<file path="config.mk">
export PLATFORM = sky130hd
export DESIGN_NAME = lso_clock_ctrl
export DESIGN_NICKNAME = d
export VERILOG_FILES = /design/src/design/lso_pkg.sv /design/src/design/lso_clock_ctrl.sv
export SDC_FILE = /design/constraint.sdc
export NUM_CORES = 1
export LEC_CHECK = 0
export ABC_AREA = 1
export BUFFER_PORTS_ARGS = -buffer_cell sky130_fd_sc_hd__buf_2
export CAP_MARGIN = 10
export CELL_PAD_IN_SITES_DETAIL_PLACEMENT = 1
export CELL_PAD_IN_SITES_GLOBAL_PLACEMENT = 1
export CORE_ASPECT_RATIO = 1.4
export CORE_MARGIN = 2
export CORE_UTILIZATION = 33
export DETAILED_ROUTE_END_ITERATION = 12
export GPL_TIMING_DRIVEN = 1
export HOLD_SLACK_MARGIN = 0.08
export PLACE_DENSITY = 0.72
export SLEW_MARGIN = 40
export SYNTH_ARGS = -nofsm -noshare
export SYNTH_HDL_FRONTEND = slang
export SYNTH_SLANG_ARGS = --single-unit
export TNS_END_PERCENT = 30
</file>
<file path="constraint.sdc">
create_clock -name sys_clk -period 2.1 [get_ports sys_clk]
set_input_delay 0.21 -clock sys_clk [delete_from_list [all_inputs] [get_ports sys_clk]]
set_output_delay 0.21 -clock sys_clk [all_outputs]
set_load 0.005 [all_outputs]
</file>
<file path="src/design/lso_pkg.sv">
package lso_pkg;
  // clock control register layout, printed offset is a word index
  typedef struct packed {
    logic lsSel;        // low-speed source: 0 crystal, 1 rc
    logic osc;          // requested system clock: 0 crystal, 1 rc
    logic [2:0] tickDiv;
    logic [2:0] sysDiv;
  } lso_clock_control_reg_t;

  // oscillator power-up enables
  typedef struct packed {
    logic lsRc;
    logic lsXtal;
    logic hsRc;
    logic hsXtal;
  } lso_osc_en_t;

  // low-speed rc calibration sequencer
  typedef enum logic [1:0] {
    CAL_IDLE = 2'b00,
    CAL_INIT = 2'b01,
    CAL_RUN = 2'b10,
    CAL_ABORT = 2'b11
  } lso_cal_state_t;

  // register word indices, byte address is four times the index
  localparam logic [9:0] CLOCK_CONTROL_REG_IDX = 10'h0c6;
  localparam logic [9:0] SLEEP_IDX = 10'h0c7;
  localparam logic [9:0] STATUS_IDX = 10'h0c8;
  localparam lso_clock_control_reg_t CLOCK_CONTROL_REG_RST = 8'hc9;
  localparam lso_osc_en_t OSC_EN_RST = 4'ha;

  // timing, 200 MHz system clock
  localparam int CLK_MHZ = 200;
  localparam int LSRC_CAL_US = 2000;
  localparam int ABORT_US = 130;
  localparam int LSRC_CAL_CYCLES = LSRC_CAL_US * CLK_MHZ;
  localparam int ABORT_CYCLES = ABORT_US * CLK_MHZ;
  localparam logic [11:0] HSRC_CAL_CYCLES = 12'h3e8;
  localparam int CNT_W = 20;
  localparam int TICK_W = 7;
endpackage

</file>
<file path="src/design/lso_clock_ctrl.sv">
// The APB register port was decided locally.
`timescale 1ns/1ps
// How it works
// - rc calibration runs only with rc on and fast crystal enabled and stable
// - exactly one of the two low-speed oscillators is enabled at any time
// - reset enables the low-power rc and selects it as low-speed source
// - switching to fast crystal with rc selected starts an rc calibration
// - calibration repeats while on fast crystal in active mode only, never in any sleep mode
// - a finished calibration leaves the rc at its nominal 32 kHz target
// - one calibration pass takes about 2 ms
// - later calibrations are aborted by a switch to fast rc or deep sleep
// - during the first calibration such requests wait until it completes
// - after the first calibration the request acts about 130 us later
// - bit 7 picks 32.768 kHz crystal when 0, low-power rc when 1
// - clock select acts only once source is stable, and a switch to fast rc only once fast rc calibrated
// - timer tick field never exceeds the system clock speed field
// - tick code n divides by 2^n, code 0 only on fast crystal
// - system clock never switches before the new source reports stable
// - switching to fast crystal starts a one-time fast rc calibration
module lso_clock_ctrl #(
  parameter int CAL_CYC = lso_pkg::LSRC_CAL_CYCLES,
  parameter int ABORT_CYC = lso_pkg::ABORT_CYCLES
) (
  input wire logic sys_clk, // 200 MHz clock
  input wire logic reset_n, // async reset, active low
  input wire logic psel, // apb select
  input wire logic penable, // apb enable
  input wire logic pwrite, // apb direction
  input wire logic [11:0] paddr, // apb byte address
  input wire logic [31:0] pwdata, // apb write data
  output logic [31:0] prdata, // apb read data
  output logic pready, // apb ready
  output logic pslverr, // apb error, unmapped address
  input wire logic xtalStable, // fast crystal stable, async pin
  input wire logic rcStable, // fast rc stable, async pin
  output lso_pkg::lso_osc_en_t oscEn, // oscillator enables
  output logic sysClkSel, // active system clock: 0 crystal, 1 rc
  output logic lsRcCalRun, // low-power rc calibration running
  output logic [1:0] sleepMode, // entered sleep mode, 0 active
  output logic timerTick // timer prescaler enable pulse
);
  import lso_pkg::*;

  lso_clock_control_reg_t clkCtrl;
  lso_cal_state_t calState, next_calState;
  logic [CNT_W-1:0] calCnt, next_calCnt;
  logic [1:0] xtalSync, rcSync;
  logic xtalStableS, rcStableS;
  logic [1:0] sleepReq;
  logic [11:0] hsCnt;
  logic hsRcCalBusy, calInitial;
  logic calAllowed, pendingSleep, pendingRc, pendingReq;
  logic goXtal, goRc, goSleep;
  logic apbWr, apbSetup;
  logic [9:0] wordIdx;
  lso_clock_control_reg_t wrVal;
  logic [TICK_W-1:0] tickCnt;

  // effective tick divider exponent, code 0 not usable on fast rc
  function automatic logic [2:0] effTick(input logic [2:0] code, input logic onRc);
    effTick = (onRc && code == 3'h0) ? 3'h1 : code;
  endfunction

  // bit mask selecting the tick counter bits for a divide by 2^n
  function automatic logic [TICK_W-1:0] tickMask(input logic [2:0] n);
    tickMask = TICK_W'((8'h01 << n) - 8'h01);
  endfunction

  // two-flop synchronisers for the stability pins
  always_ff @(posedge sys_clk or negedge reset_n) begin
    if (!reset_n) begin
      xtalSync <= 2'h0;
      rcSync <= 2'h0;
    end else begin
      xtalSync <= {xtalSync[0], xtalStable};
      rcSync <= {rcSync[0], rcStable};
    end
  end
  assign xtalStableS = xtalSync[1];
  assign rcStableS = rcSync[1];

  // apb decode
  assign wordIdx = paddr[11:2];
  assign apbSetup = psel && !penable;
  assign apbWr = psel && penable && pready && pwrite;
  always_comb begin
    wrVal = lso_clock_control_reg_t'(pwdata[7:0]);
    if (wrVal.tickDiv > wrVal.sysDiv) begin
      wrVal.tickDiv = wrVal.sysDiv;
    end
  end

  // apb answer, ready and read data prepared in the setup cycle
  always_ff @(posedge sys_clk or negedge reset_n) begin
    if (!reset_n) begin
      pready <= 1'b0;
      pslverr <= 1'b0;
      prdata <= 32'h0;
    end else begin
      pready <= apbSetup;
      if (apbSetup) begin
        pslverr <= !(wordIdx inside {CLOCK_CONTROL_REG_IDX, SLEEP_IDX, STATUS_IDX});
        unique case (wordIdx)
          CLOCK_CONTROL_REG_IDX: prdata <= {24'h0, clkCtrl};
          SLEEP_IDX: prdata <= {30'h0, sleepReq};
          STATUS_IDX: prdata <= {20'h0, sleepMode, calInitial, lsRcCalRun, hsRcCalBusy,
                                 sysClkSel, oscEn, xtalStableS, rcStableS};
          default: prdata <= 32'h0;
        endcase
      end
    end
  end

  // clock control and sleep request registers
  always_ff @(posedge sys_clk or negedge reset_n) begin
    if (!reset_n) begin
      clkCtrl <= CLOCK_CONTROL_REG_RST;
      sleepReq <= 2'h0;
    end else if (apbWr && wordIdx == CLOCK_CONTROL_REG_IDX) begin
      clkCtrl <= wrVal;
    end else if (apbWr && wordIdx == SLEEP_IDX) begin
      sleepReq <= pwdata[1:0];
    end
  end

  // oscillator enables follow the selects; selecting a source powers it
  always_ff @(posedge sys_clk or negedge reset_n) begin
    if (!reset_n) begin
      oscEn <= OSC_EN_RST;
    end else begin
      oscEn.lsRc <= clkCtrl.lsSel;
      oscEn.lsXtal <= !clkCtrl.lsSel;
      oscEn.hsXtal <= !clkCtrl.osc || !sysClkSel;
      oscEn.hsRc <= clkCtrl.osc || sysClkSel || hsRcCalBusy;
    end
  end

  // pending software requests that end or pause calibration
  assign pendingRc = clkCtrl.osc && !sysClkSel;
  assign pendingSleep = sleepReq != 2'h0 && sleepMode == 2'h0;
  assign pendingReq = pendingRc || pendingSleep;
  assign calAllowed = oscEn.lsRc && oscEn.hsXtal && xtalStableS && sleepMode == 2'h0;

  // switch and sleep entry happen only once calibration has let go
  assign goXtal = sysClkSel && !clkCtrl.osc && xtalStableS && oscEn.hsXtal
                  && sleepMode == 2'h0;
  assign goRc = pendingRc && calState == CAL_IDLE && !hsRcCalBusy && rcStableS;
  assign goSleep = pendingSleep && calState == CAL_IDLE && !hsRcCalBusy;

  // active system clock source
  always_ff @(posedge sys_clk or negedge reset_n) begin
    if (!reset_n) begin
      sysClkSel <= 1'b1;
    end else if (goXtal) begin
      sysClkSel <= 1'b0;
    end else if (goRc) begin
      sysClkSel <= 1'b1;
    end
  end

  // sleep mode entry, software wakes by writing mode 0
  always_ff @(posedge sys_clk or negedge reset_n) begin
    if (!reset_n) begin
      sleepMode <= 2'h0;
    end else if (goSleep) begin
      sleepMode <= sleepReq;
    end else if (sleepReq == 2'h0) begin
      sleepMode <= 2'h0;
    end
  end

  // one-time fast rc calibration on each switch to the fast crystal
  always_ff @(posedge sys_clk or negedge reset_n) begin
    if (!reset_n) begin
      hsCnt <= 12'h0;
    end else if (goXtal) begin
      hsCnt <= HSRC_CAL_CYCLES;
    end else if (hsCnt != 12'h0) begin
      hsCnt <= hsCnt - 12'h1;
    end
  end
  assign hsRcCalBusy = hsCnt != 12'h0;

  // low-power rc calibration sequencer
  always_comb begin
    next_calState = calState;
    next_calCnt = calCnt;
    unique case (calState)
      CAL_IDLE: begin
        if (!sysClkSel && clkCtrl.lsSel && calAllowed && !pendingReq) begin
          next_calState = CAL_INIT;
          next_calCnt = CNT_W'(CAL_CYC - 1);
        end
      end
      CAL_INIT: begin
        if (!calAllowed || !clkCtrl.lsSel) begin
          next_calState = CAL_IDLE;
        end else if (calCnt == '0) begin
          next_calState = pendingReq ? CAL_IDLE : CAL_RUN;
          next_calCnt = CNT_W'(CAL_CYC - 1);
        end else begin
          next_calCnt = calCnt - 1'b1;
        end
      end
      CAL_RUN: begin
        if (!calAllowed || !clkCtrl.lsSel) begin
          next_calState = CAL_IDLE;
        end else if (pendingReq) begin
          next_calState = CAL_ABORT;
          next_calCnt = CNT_W'(ABORT_CYC - 1);
        end else if (calCnt == '0) begin
          next_calCnt = CNT_W'(CAL_CYC - 1);
        end else begin
          next_calCnt = calCnt - 1'b1;
        end
      end
      CAL_ABORT: begin
        if (calCnt == '0) begin
          next_calState = CAL_IDLE;
        end else begin
          next_calCnt = calCnt - 1'b1;
        end
      end
    endcase
  end

  // sequencer registers and busy flags
  always_ff @(posedge sys_clk or negedge reset_n) begin
    if (!reset_n) begin
      calState <= CAL_IDLE;
      calCnt <= '0;
      lsRcCalRun <= 1'b0;
      calInitial <= 1'b0;
    end else begin
      calState <= next_calState;
      calCnt <= next_calCnt;
      lsRcCalRun <= next_calState != CAL_IDLE;
      calInitial <= next_calState == CAL_INIT;
    end
  end

  // timer tick prescaler, one-cycle enable every 2^n cycles
  always_ff @(posedge sys_clk or negedge reset_n) begin
    if (!reset_n) begin
      tickCnt <= '0;
      timerTick <= 1'b0;
    end else begin
      tickCnt <= tickCnt + 1'b1;
      timerTick <= (tickCnt & tickMask(effTick(clkCtrl.tickDiv, sysClkSel))) == '0;
    end
  end

  calib_gate_a: assert property (@(posedge sys_clk) disable iff (!reset_n)
    (calState == CAL_INIT || calState == CAL_RUN) |-> $past(calAllowed))
    else $error("calibration ran without stable crystal and running rc");

  one_lsosc_a: assert property (@(posedge sys_clk) disable iff (!reset_n)
    oscEn.lsRc != oscEn.lsXtal)
    else $error("low-speed oscillators not mutually exclusive");

  reset_rc_a: assert property (@(posedge sys_clk) disable iff (!reset_n)
    $past(!reset_n) |-> oscEn.lsRc && clkCtrl.lsSel && !oscEn.lsXtal)
    else $error("rc not selected after reset");

  start_cal_a: assert property (@(posedge sys_clk) disable iff (!reset_n)
    (calState == CAL_IDLE && !sysClkSel && clkCtrl.lsSel && calAllowed && !pendingReq)
    |=> calState == CAL_INIT && calCnt == CNT_W'(CAL_CYC - 1))
    else $error("calibration did not start on crystal");

  init_hold_a: assert property (@(posedge sys_clk) disable iff (!reset_n)
    (calState == CAL_INIT && calAllowed && clkCtrl.lsSel && calCnt != '0)
    |=> calState == CAL_INIT && !goRc && !goSleep)
    else $error("initial calibration interrupted");

  abort_delay_a: assert property (@(posedge sys_clk) disable iff (!reset_n)
    (calState == CAL_RUN && calAllowed && clkCtrl.lsSel && pendingReq)
    |=> calState == CAL_ABORT && calCnt == CNT_W'(ABORT_CYC - 1))
    else $error("abort delay not loaded");

  tick_clamp_a: assert property (@(posedge sys_clk) disable iff (!reset_n)
    clkCtrl.tickDiv <= clkCtrl.sysDiv)
    else $error("tick field above clock speed field");

  tick_rc_a: assert property (@(posedge sys_clk) disable iff (!reset_n)
    (timerTick && sysClkSel && $past(sysClkSel)) |=> !timerTick)
    else $error("undivided tick on fast rc");

  switch_stable_a: assert property (@(posedge sys_clk) disable iff (!reset_n)
    ($rose(sysClkSel) |-> $past(rcStableS)) and ($fell(sysClkSel) |-> $past(xtalStableS)))
    else $error("clock switched to unstable source");

  hsrc_cal_a: assert property (@(posedge sys_clk) disable iff (!reset_n)
    $fell(sysClkSel) |-> hsRcCalBusy ##1 (!sysClkSel)[*2])
    else $error("fast rc calibration not started");

  rc_wait_a: assert property (@(posedge sys_clk) disable iff (!reset_n)
    $rose(sysClkSel) |-> $past(calState == CAL_IDLE && !hsRcCalBusy))
    else $error("switch to rc during calibration");

  // deep sleep is entered only once the sequencer has let go
  sleep_wait_a: assert property (@(posedge sys_clk) disable iff (!reset_n)
    $rose(sleepMode != 2'h0) |-> $past(calState == CAL_IDLE && !hsRcCalBusy))
    else $error("sleep entered during calibration");

  // abort wait ends in idle when its counter runs out
  abort_end_a: assert property (@(posedge sys_clk) disable iff (!reset_n)
    (calState == CAL_ABORT && calCnt == '0) |=> calState == CAL_IDLE)
    else $error("abort wait did not end");

  // a deferred request releases the sequencer after the first pass
  init_done_a: assert property (@(posedge sys_clk) disable iff (!reset_n)
    (calState == CAL_INIT && calAllowed && clkCtrl.lsSel && calCnt == '0 && pendingReq)
    |=> calState == CAL_IDLE)
    else $error("deferred request not released after first pass");

  // with nothing pending a finished pass reloads for the next one
  run_repeat_a: assert property (@(posedge sys_clk) disable iff (!reset_n)
    (calState == CAL_RUN && calAllowed && clkCtrl.lsSel && !pendingReq && calCnt == '0)
    |=> calState == CAL_RUN && calCnt == CNT_W'(CAL_CYC - 1))
    else $error("calibration did not repeat");

  // the crystal stays powered while it clocks the system
  xtal_power_a: assert property (@(posedge sys_clk) disable iff (!reset_n)
    !sysClkSel |-> oscEn.hsXtal)
    else $error("fast crystal off while selected");

  // no calibration pass runs in deep sleep
  sleep_cal_a: assert property (@(posedge sys_clk) disable iff (!reset_n)
    (sleepMode != 2'h0) |-> !(calState inside {CAL_INIT, CAL_RUN}))
    else $error("calibration running in deep sleep");

  // low-speed rc enable follows the select bit one cycle later
  ls_follow_a: assert property (@(posedge sys_clk) disable iff (!reset_n)
    oscEn.lsRc == $past(clkCtrl.lsSel))
    else $error("low-speed enable does not follow select");

  // fast rc calibration keeps the system on the crystal
  hs_busy_a: assert property (@(posedge sys_clk) disable iff (!reset_n)
    hsRcCalBusy |-> !sysClkSel)
    else $error("on fast rc during its calibration");
endmodule

</file>
== Yosys cells after proc, flatten, opt, wreduce, memory -nomap -nowiden ==
Cells that the tools add are included.
Word-level totals
  bits in registers: 99
  latch bits: 0
  bits in writable memories: 0
  bits in read-only memories: 0
  input bits: 51
  output and inout bits: 43
  word-level logic and storage cells: 118
  memories: 0
Cells by class
  add/subtract/negate cells: 4
  multiply operators: 0
  divide/modulo/power cells: 0
  magnitude comparators: 1
  eq/ne operators: 11
  shift operators: 1
  mux-type cells: 24
  bitwise operators: 2
  reduce and logical (&&, ||, !) cells: 52
Operator list (count)
  $mux W20: 6
  $pmux W20 S4: 1
  $pmux W12 S3: 1
  $eq A10 B8 Y1 const B: 3
  $logic_and A1 B1 Y1: 24
  $mux W12: 2
  $logic_not A20 Y1: 1
  $sub A20 B1 Y20 const B: 1
  $mux W2: 9
  $reduce_bool A12 Y1: 1
  $sub A12 B1 Y12 const B: 1
  $reduce_bool A2 Y1: 5
  $logic_not A1 Y1: 8
  $pmux W2 S4: 1
  $add A7 B1 Y7 const B: 1
  $and A7 B7 Y7: 1
  $logic_not A7 Y1: 1
  $shl A1 B3 Y7 const A: 1
  $sub A7 B1 Y7 const B: 1
  $logic_not A2 Y1: 3
  $mux W3: 2
  $ne A2 B2 Y1 const B: 3
  $logic_or A1 B1 Y1: 5
  $eq A2 B1 Y1 const B: 2
  other kinds (9): 11

== Logic depth before layout (Yosys ltp) ==
  word-level depth: 8
  gate-level depth with buffers: 12
  gate-level depth less buffers: 12

== Least setup slack after synthesis ==
No wires, ideal clock.
  path kind: register -> register
  start: register hsCnt[0]
  end: register hsCnt[5]
  library setup time: 0.118 ns
  arrival: 1.498 ns
  data required time: 1.982 ns
  setup slack: 0.485 ns
  cell stages (with the launch flop): 10
  path buffers: 0
  clock period less this slack: 1.615 ns
  path through: dfrtp_1 -> inv_1 -> ha_1 -> nor3b_2 -> nand2_1 -> nor2_1 -> nor3_1 -> nand2_1 -> a21oi_1 -> inv_1
Between the ends
  word-level cells in the longest chain between the ends: 3
  elaborated cells on any way between the ends: 5
  classes of those cells: 1 x add/sub; 2 x mux; 2 x reduce/logical
RTL lines
  start: declaration: RTL line lso_clock_ctrl.sv:50  | logic [11:0] hsCnt;
  start signal: assignment: RTL line lso_clock_ctrl.sv:179  | hsCnt <= hsCnt - 12'h1;
  $sub A12 B1 Y12: RTL line lso_clock_ctrl.sv:179
  $mux W12: RTL line lso_clock_ctrl.sv:178  | end else if (hsCnt != 12'h0) begin
  $mux W12: RTL line lso_clock_ctrl.sv:176  | end else if (goXtal) begin
Several ways; a longest one is shown, not always the timed one. The select of a mux whose other input is x is not followed.
A chain may end at the register's enable or synchronous reset.

== Final worst setup path ==
  start: register calCnt[0]
  end: register calCnt[5]
Between the ends
  word-level cells in the longest chain between the ends: 5
  elaborated cells on any way between the ends: 10
  classes of those cells: 1 x add/sub; 1 x eq/ne; 6 x mux; 2 x reduce/logical
RTL lines
  start: declaration: RTL line lso_clock_ctrl.sv:46  | logic [CNT_W-1:0] calCnt, next_calCnt;
  start signal: assignment: RTL line lso_clock_ctrl.sv:236  | calCnt <= next_calCnt;
  $sub A20 B1 Y20 / $logic_not A20 Y1 (equally long branches)
  $mux W20: RTL line lso_clock_ctrl.sv:198, lso_clock_ctrl.sv:211
  $mux W20: RTL line lso_clock_ctrl.sv:208  | end else if (pendingReq) begin
  $mux W20: RTL line lso_clock_ctrl.sv:206  | if (!calAllowed || !clkCtrl.lsSel) begin
  $pmux W20 S4: RTL line lso_clock_ctrl.sv:188  | unique case (calState)
Several ways; a longest one is shown, not always the timed one. The select of a mux whose other input is x is not followed.

==> run summary <==
Crit. Startpoint = calCnt[0]
critical path's largest stage delay = 0.37 ns
LEAKAGE = 2.900 nW
VDD IR max = 0.0003268 V
unrepaired setup endpoints after global routing = false
Nets = 723
Setup Viol. Count Final = 0
Hold Vio Cnt, Final = 0
WP data arrival = 2.17 ns
clk_skew = 0.004185 ns
post-route cell area = 5409 um2
Detailed Route WL = 12080 um
CP cell instances = inv_1 -> ha_1 -> nand2_1 -> nor2_4 -> nand3_1 -> a21oi_1 -> o21ai_0 -> a21oi_2
Diodes inserted = 0
dominant cell type by area after synthesis = dfrtp_1
outcome = finished clean
total grt overflow = 0
Clock transition at path regs = 0.06 ns
Port Buffers = 47
Vias/cell = 4.720
register area share after synthesis = 42.74%
register bit total from synthesis = 79
CP top delay family = compound AO/OA/AOI/OAI gates
pre-CTS setup slack = 0.1193 ns
Starting Density = 33.55%
Setup TNS = 0 ns
Synth Warn # = 0
Final Cycle Share = 90.03%
via count = 4031
Hold Crit Start = pwdata[6]
pin count of the biggest net entering global routing = 44
initial drt markers = 115
Avg Cell Area, Syn = 7.717 um2
area delta synth->final = 16.43%
max frequency = 528.9 MHz
worst-case clock buffer depth = 2
Clk Latency, worst-skew pair = 0.35 ns
Num CTS Buffers = 9
r2r startpoint = calCnt[0]
GPL Wtd Cong = 0.8410
CTS tree = done
clock sinks = 79
Die X-Extent = 104.3 um
Tot GR Track Use = 17.11%
core area = 13850 um2
largest cells by area after synthesis = dfrtp_1, nand2_1, inv_1
HP Class = in -> reg
worst setup margin = 0.2094 ns
post-DR wirelength/cell = 14.15 um
io pins = 94
Netlist cell types = 45
multi-input logic area = 2263 um2
Worst setup EP type = register
Core Util, Final = 39.06%
postcts setup bufs = 0
placed cell area = 5069 um2
register area = 1986 um2
H-tree depth = 3
Synth Instances = 602
clk root buf = clkbuf_16
hold slack = 0.1077 ns
die area = 15060 um2
Synth Cell Area = 4646 um2
critical path class = reg -> reg
initial antenna violation count = 0
HPWL after DPL = 9522 um
most frequent cells in the layout = nand2_1, dfrtp_1, inv_1
first-pass GRT wire length = 20580 um
Buf+Inv Stages, Crit Path = 1
crit path max-delay cell type = dfrtp_1
fraction of layout cells with a size suffix above 1 = 19.58%
Worst Tran Pin Value = 0.5857 ns
maxcap violations = 0
Yosys top cell area share = 38.78%
max-slew violation count = 0
Site Rows = 51
Layout fillers = 1754
die extent in y = 144.4 um
ANT nets after route = 0
post-layout min period = 1.891 ns
crit start category = register
DRC violations left = 0
worst-path maximum fanout = 5
TritonRoute pass-1 iters = 4
most common cell after layout, fill and taps aside = nand2_1
Critical Path RT = 2.38 ns
max_slew headroom = 60.95%
Power Dens Cells = 716.8 nW/um2
number of global-route vias before repair = 4374
==> final cells by class <==
class / instances / share of cell area [%]
clock buffer: 11 / 4.488
clock inverter: 5 / 1.064
inverter: 72 / 5.043
multi-input combinational: 442 / 41.85
sequential: 79 / 36.71
tap: 185 / 4.279
timing repair buffer: 60 / 6.570
==> cells by family (layout without fill, tap and decap cells) <==
family,after synthesis,after routing,synth area share [%]
xor+xnor,18,18,3.393
buf+inv,100,148,10.29
flops,79,79,42.74
other cells,1,20,0.08072
compound gates,67,67,8.430
simple gates,324,324,31.70
fa+ha+maj,8,8,2.155
mux,5,5,1.212
==> report_power, final <==
part           leakage [nW]  switching (mW)  internal [mW]
Clock                 0.138           0.640          0.951
Combinational          1.75           0.332          0.195
Sequential             1.01           0.115           1.64
==> what timing repair did <==
action                                  CTS  global route
hold buffers                              3             0
endpoints found under the setup margin    0            14
gates resized for setup                   0             3
hold endpoints to repair                 44             0
==> synthesized netlist by cell type <==
cell / n
nand3_4: 1
o21ai_0: 31
nand2_4: 1
o21a_1: 1
mux2_2: 5
o221ai_1: 1
nor4_1: 1
dfstp_2: 7
o211ai_1: 3
inv_2: 7
o21ai_4: 1
nand4_1: 6
a21oi_1: 14
or2_2: 2
nand3_1: 38
nand3b_1: 3
xor2_1: 16
nor2_1: 59
o21ai_1: 4
nor4_2: 1
o31ai_1: 2
nand2_2: 6
o22ai_1: 2
buf_4: 22
xnor2_1: 2
nor3b_2: 1
nor2_2: 8
a21oi_2: 5
inv_4: 1
conb_1: 1
a211oi_1: 1
or2_1: 1
nor2_8: 1
ha_1: 8
clkbuf_1: 2
buf_6: 2
buf_2: 2
a31oi_1: 2
nand3_2: 2
inv_1: 64
nor3_1: 10
nor3_2: 2
dfrtp_1: 72
nor2_4: 6
nand2_1: 175
==> state kept, by name, summed over array words and instances, names as in the netlist, 2 cells and up <==
name,flops
rcSync,2
prdata,12
hsCnt,12
oscEn,4
sleepMode,2
sleepReq,2
xtalSync,2
clkCtrl,8
calCnt,20
calState,2
tickCnt,7
==> through the flow <==
| step | power, mW | instances |
|---|---|---|
| after floorplan | 2.145 | 621 |
| after global placement | 2.265 | 835 |
| after detailed placement | 2.302 | 835 |
| after CTS | 3.914 | 854 |
| after global routing | 4.067 | 854 |
| final | 3.877 | 854 |
==> worst register-to-register path, delay by kind of cell, from the launching register on <==
kind	cells	cell delay, ns
AND/OR/NAND/NOR	3	0.40
AO/OA/AOI/OAI	3	0.70
buffers and inverters	1	0.14
flip-flops	1	0.37
adder cells (fa/ha/maj)	1	0.21
==> routing by layer <==
layer,vias to the layer above,global-route usage [%],routed length (um)
met4,0,6.970,309
met1,1963,18.44,4931
li1,1995,-,-
met3,20,2.749,305
met2,53,33.09,6537
met5,-,0,0
==> worst paths after layout <==
check                      cells after the start           to  slack [ns]
min in group asynchronous                      2    prdata[3]        0.42
max reg2reg                                    8    calCnt[5]        0.21
max in group asynchronous                      3   clkCtrl[6]        1.00
min reg2reg                                    0  xtalSync[1]        0.36
max                                            8    calCnt[5]        0.21
min                                            2   clkCtrl[6]        0.11
No activity file was read; power rests on OpenSTA's default activity.
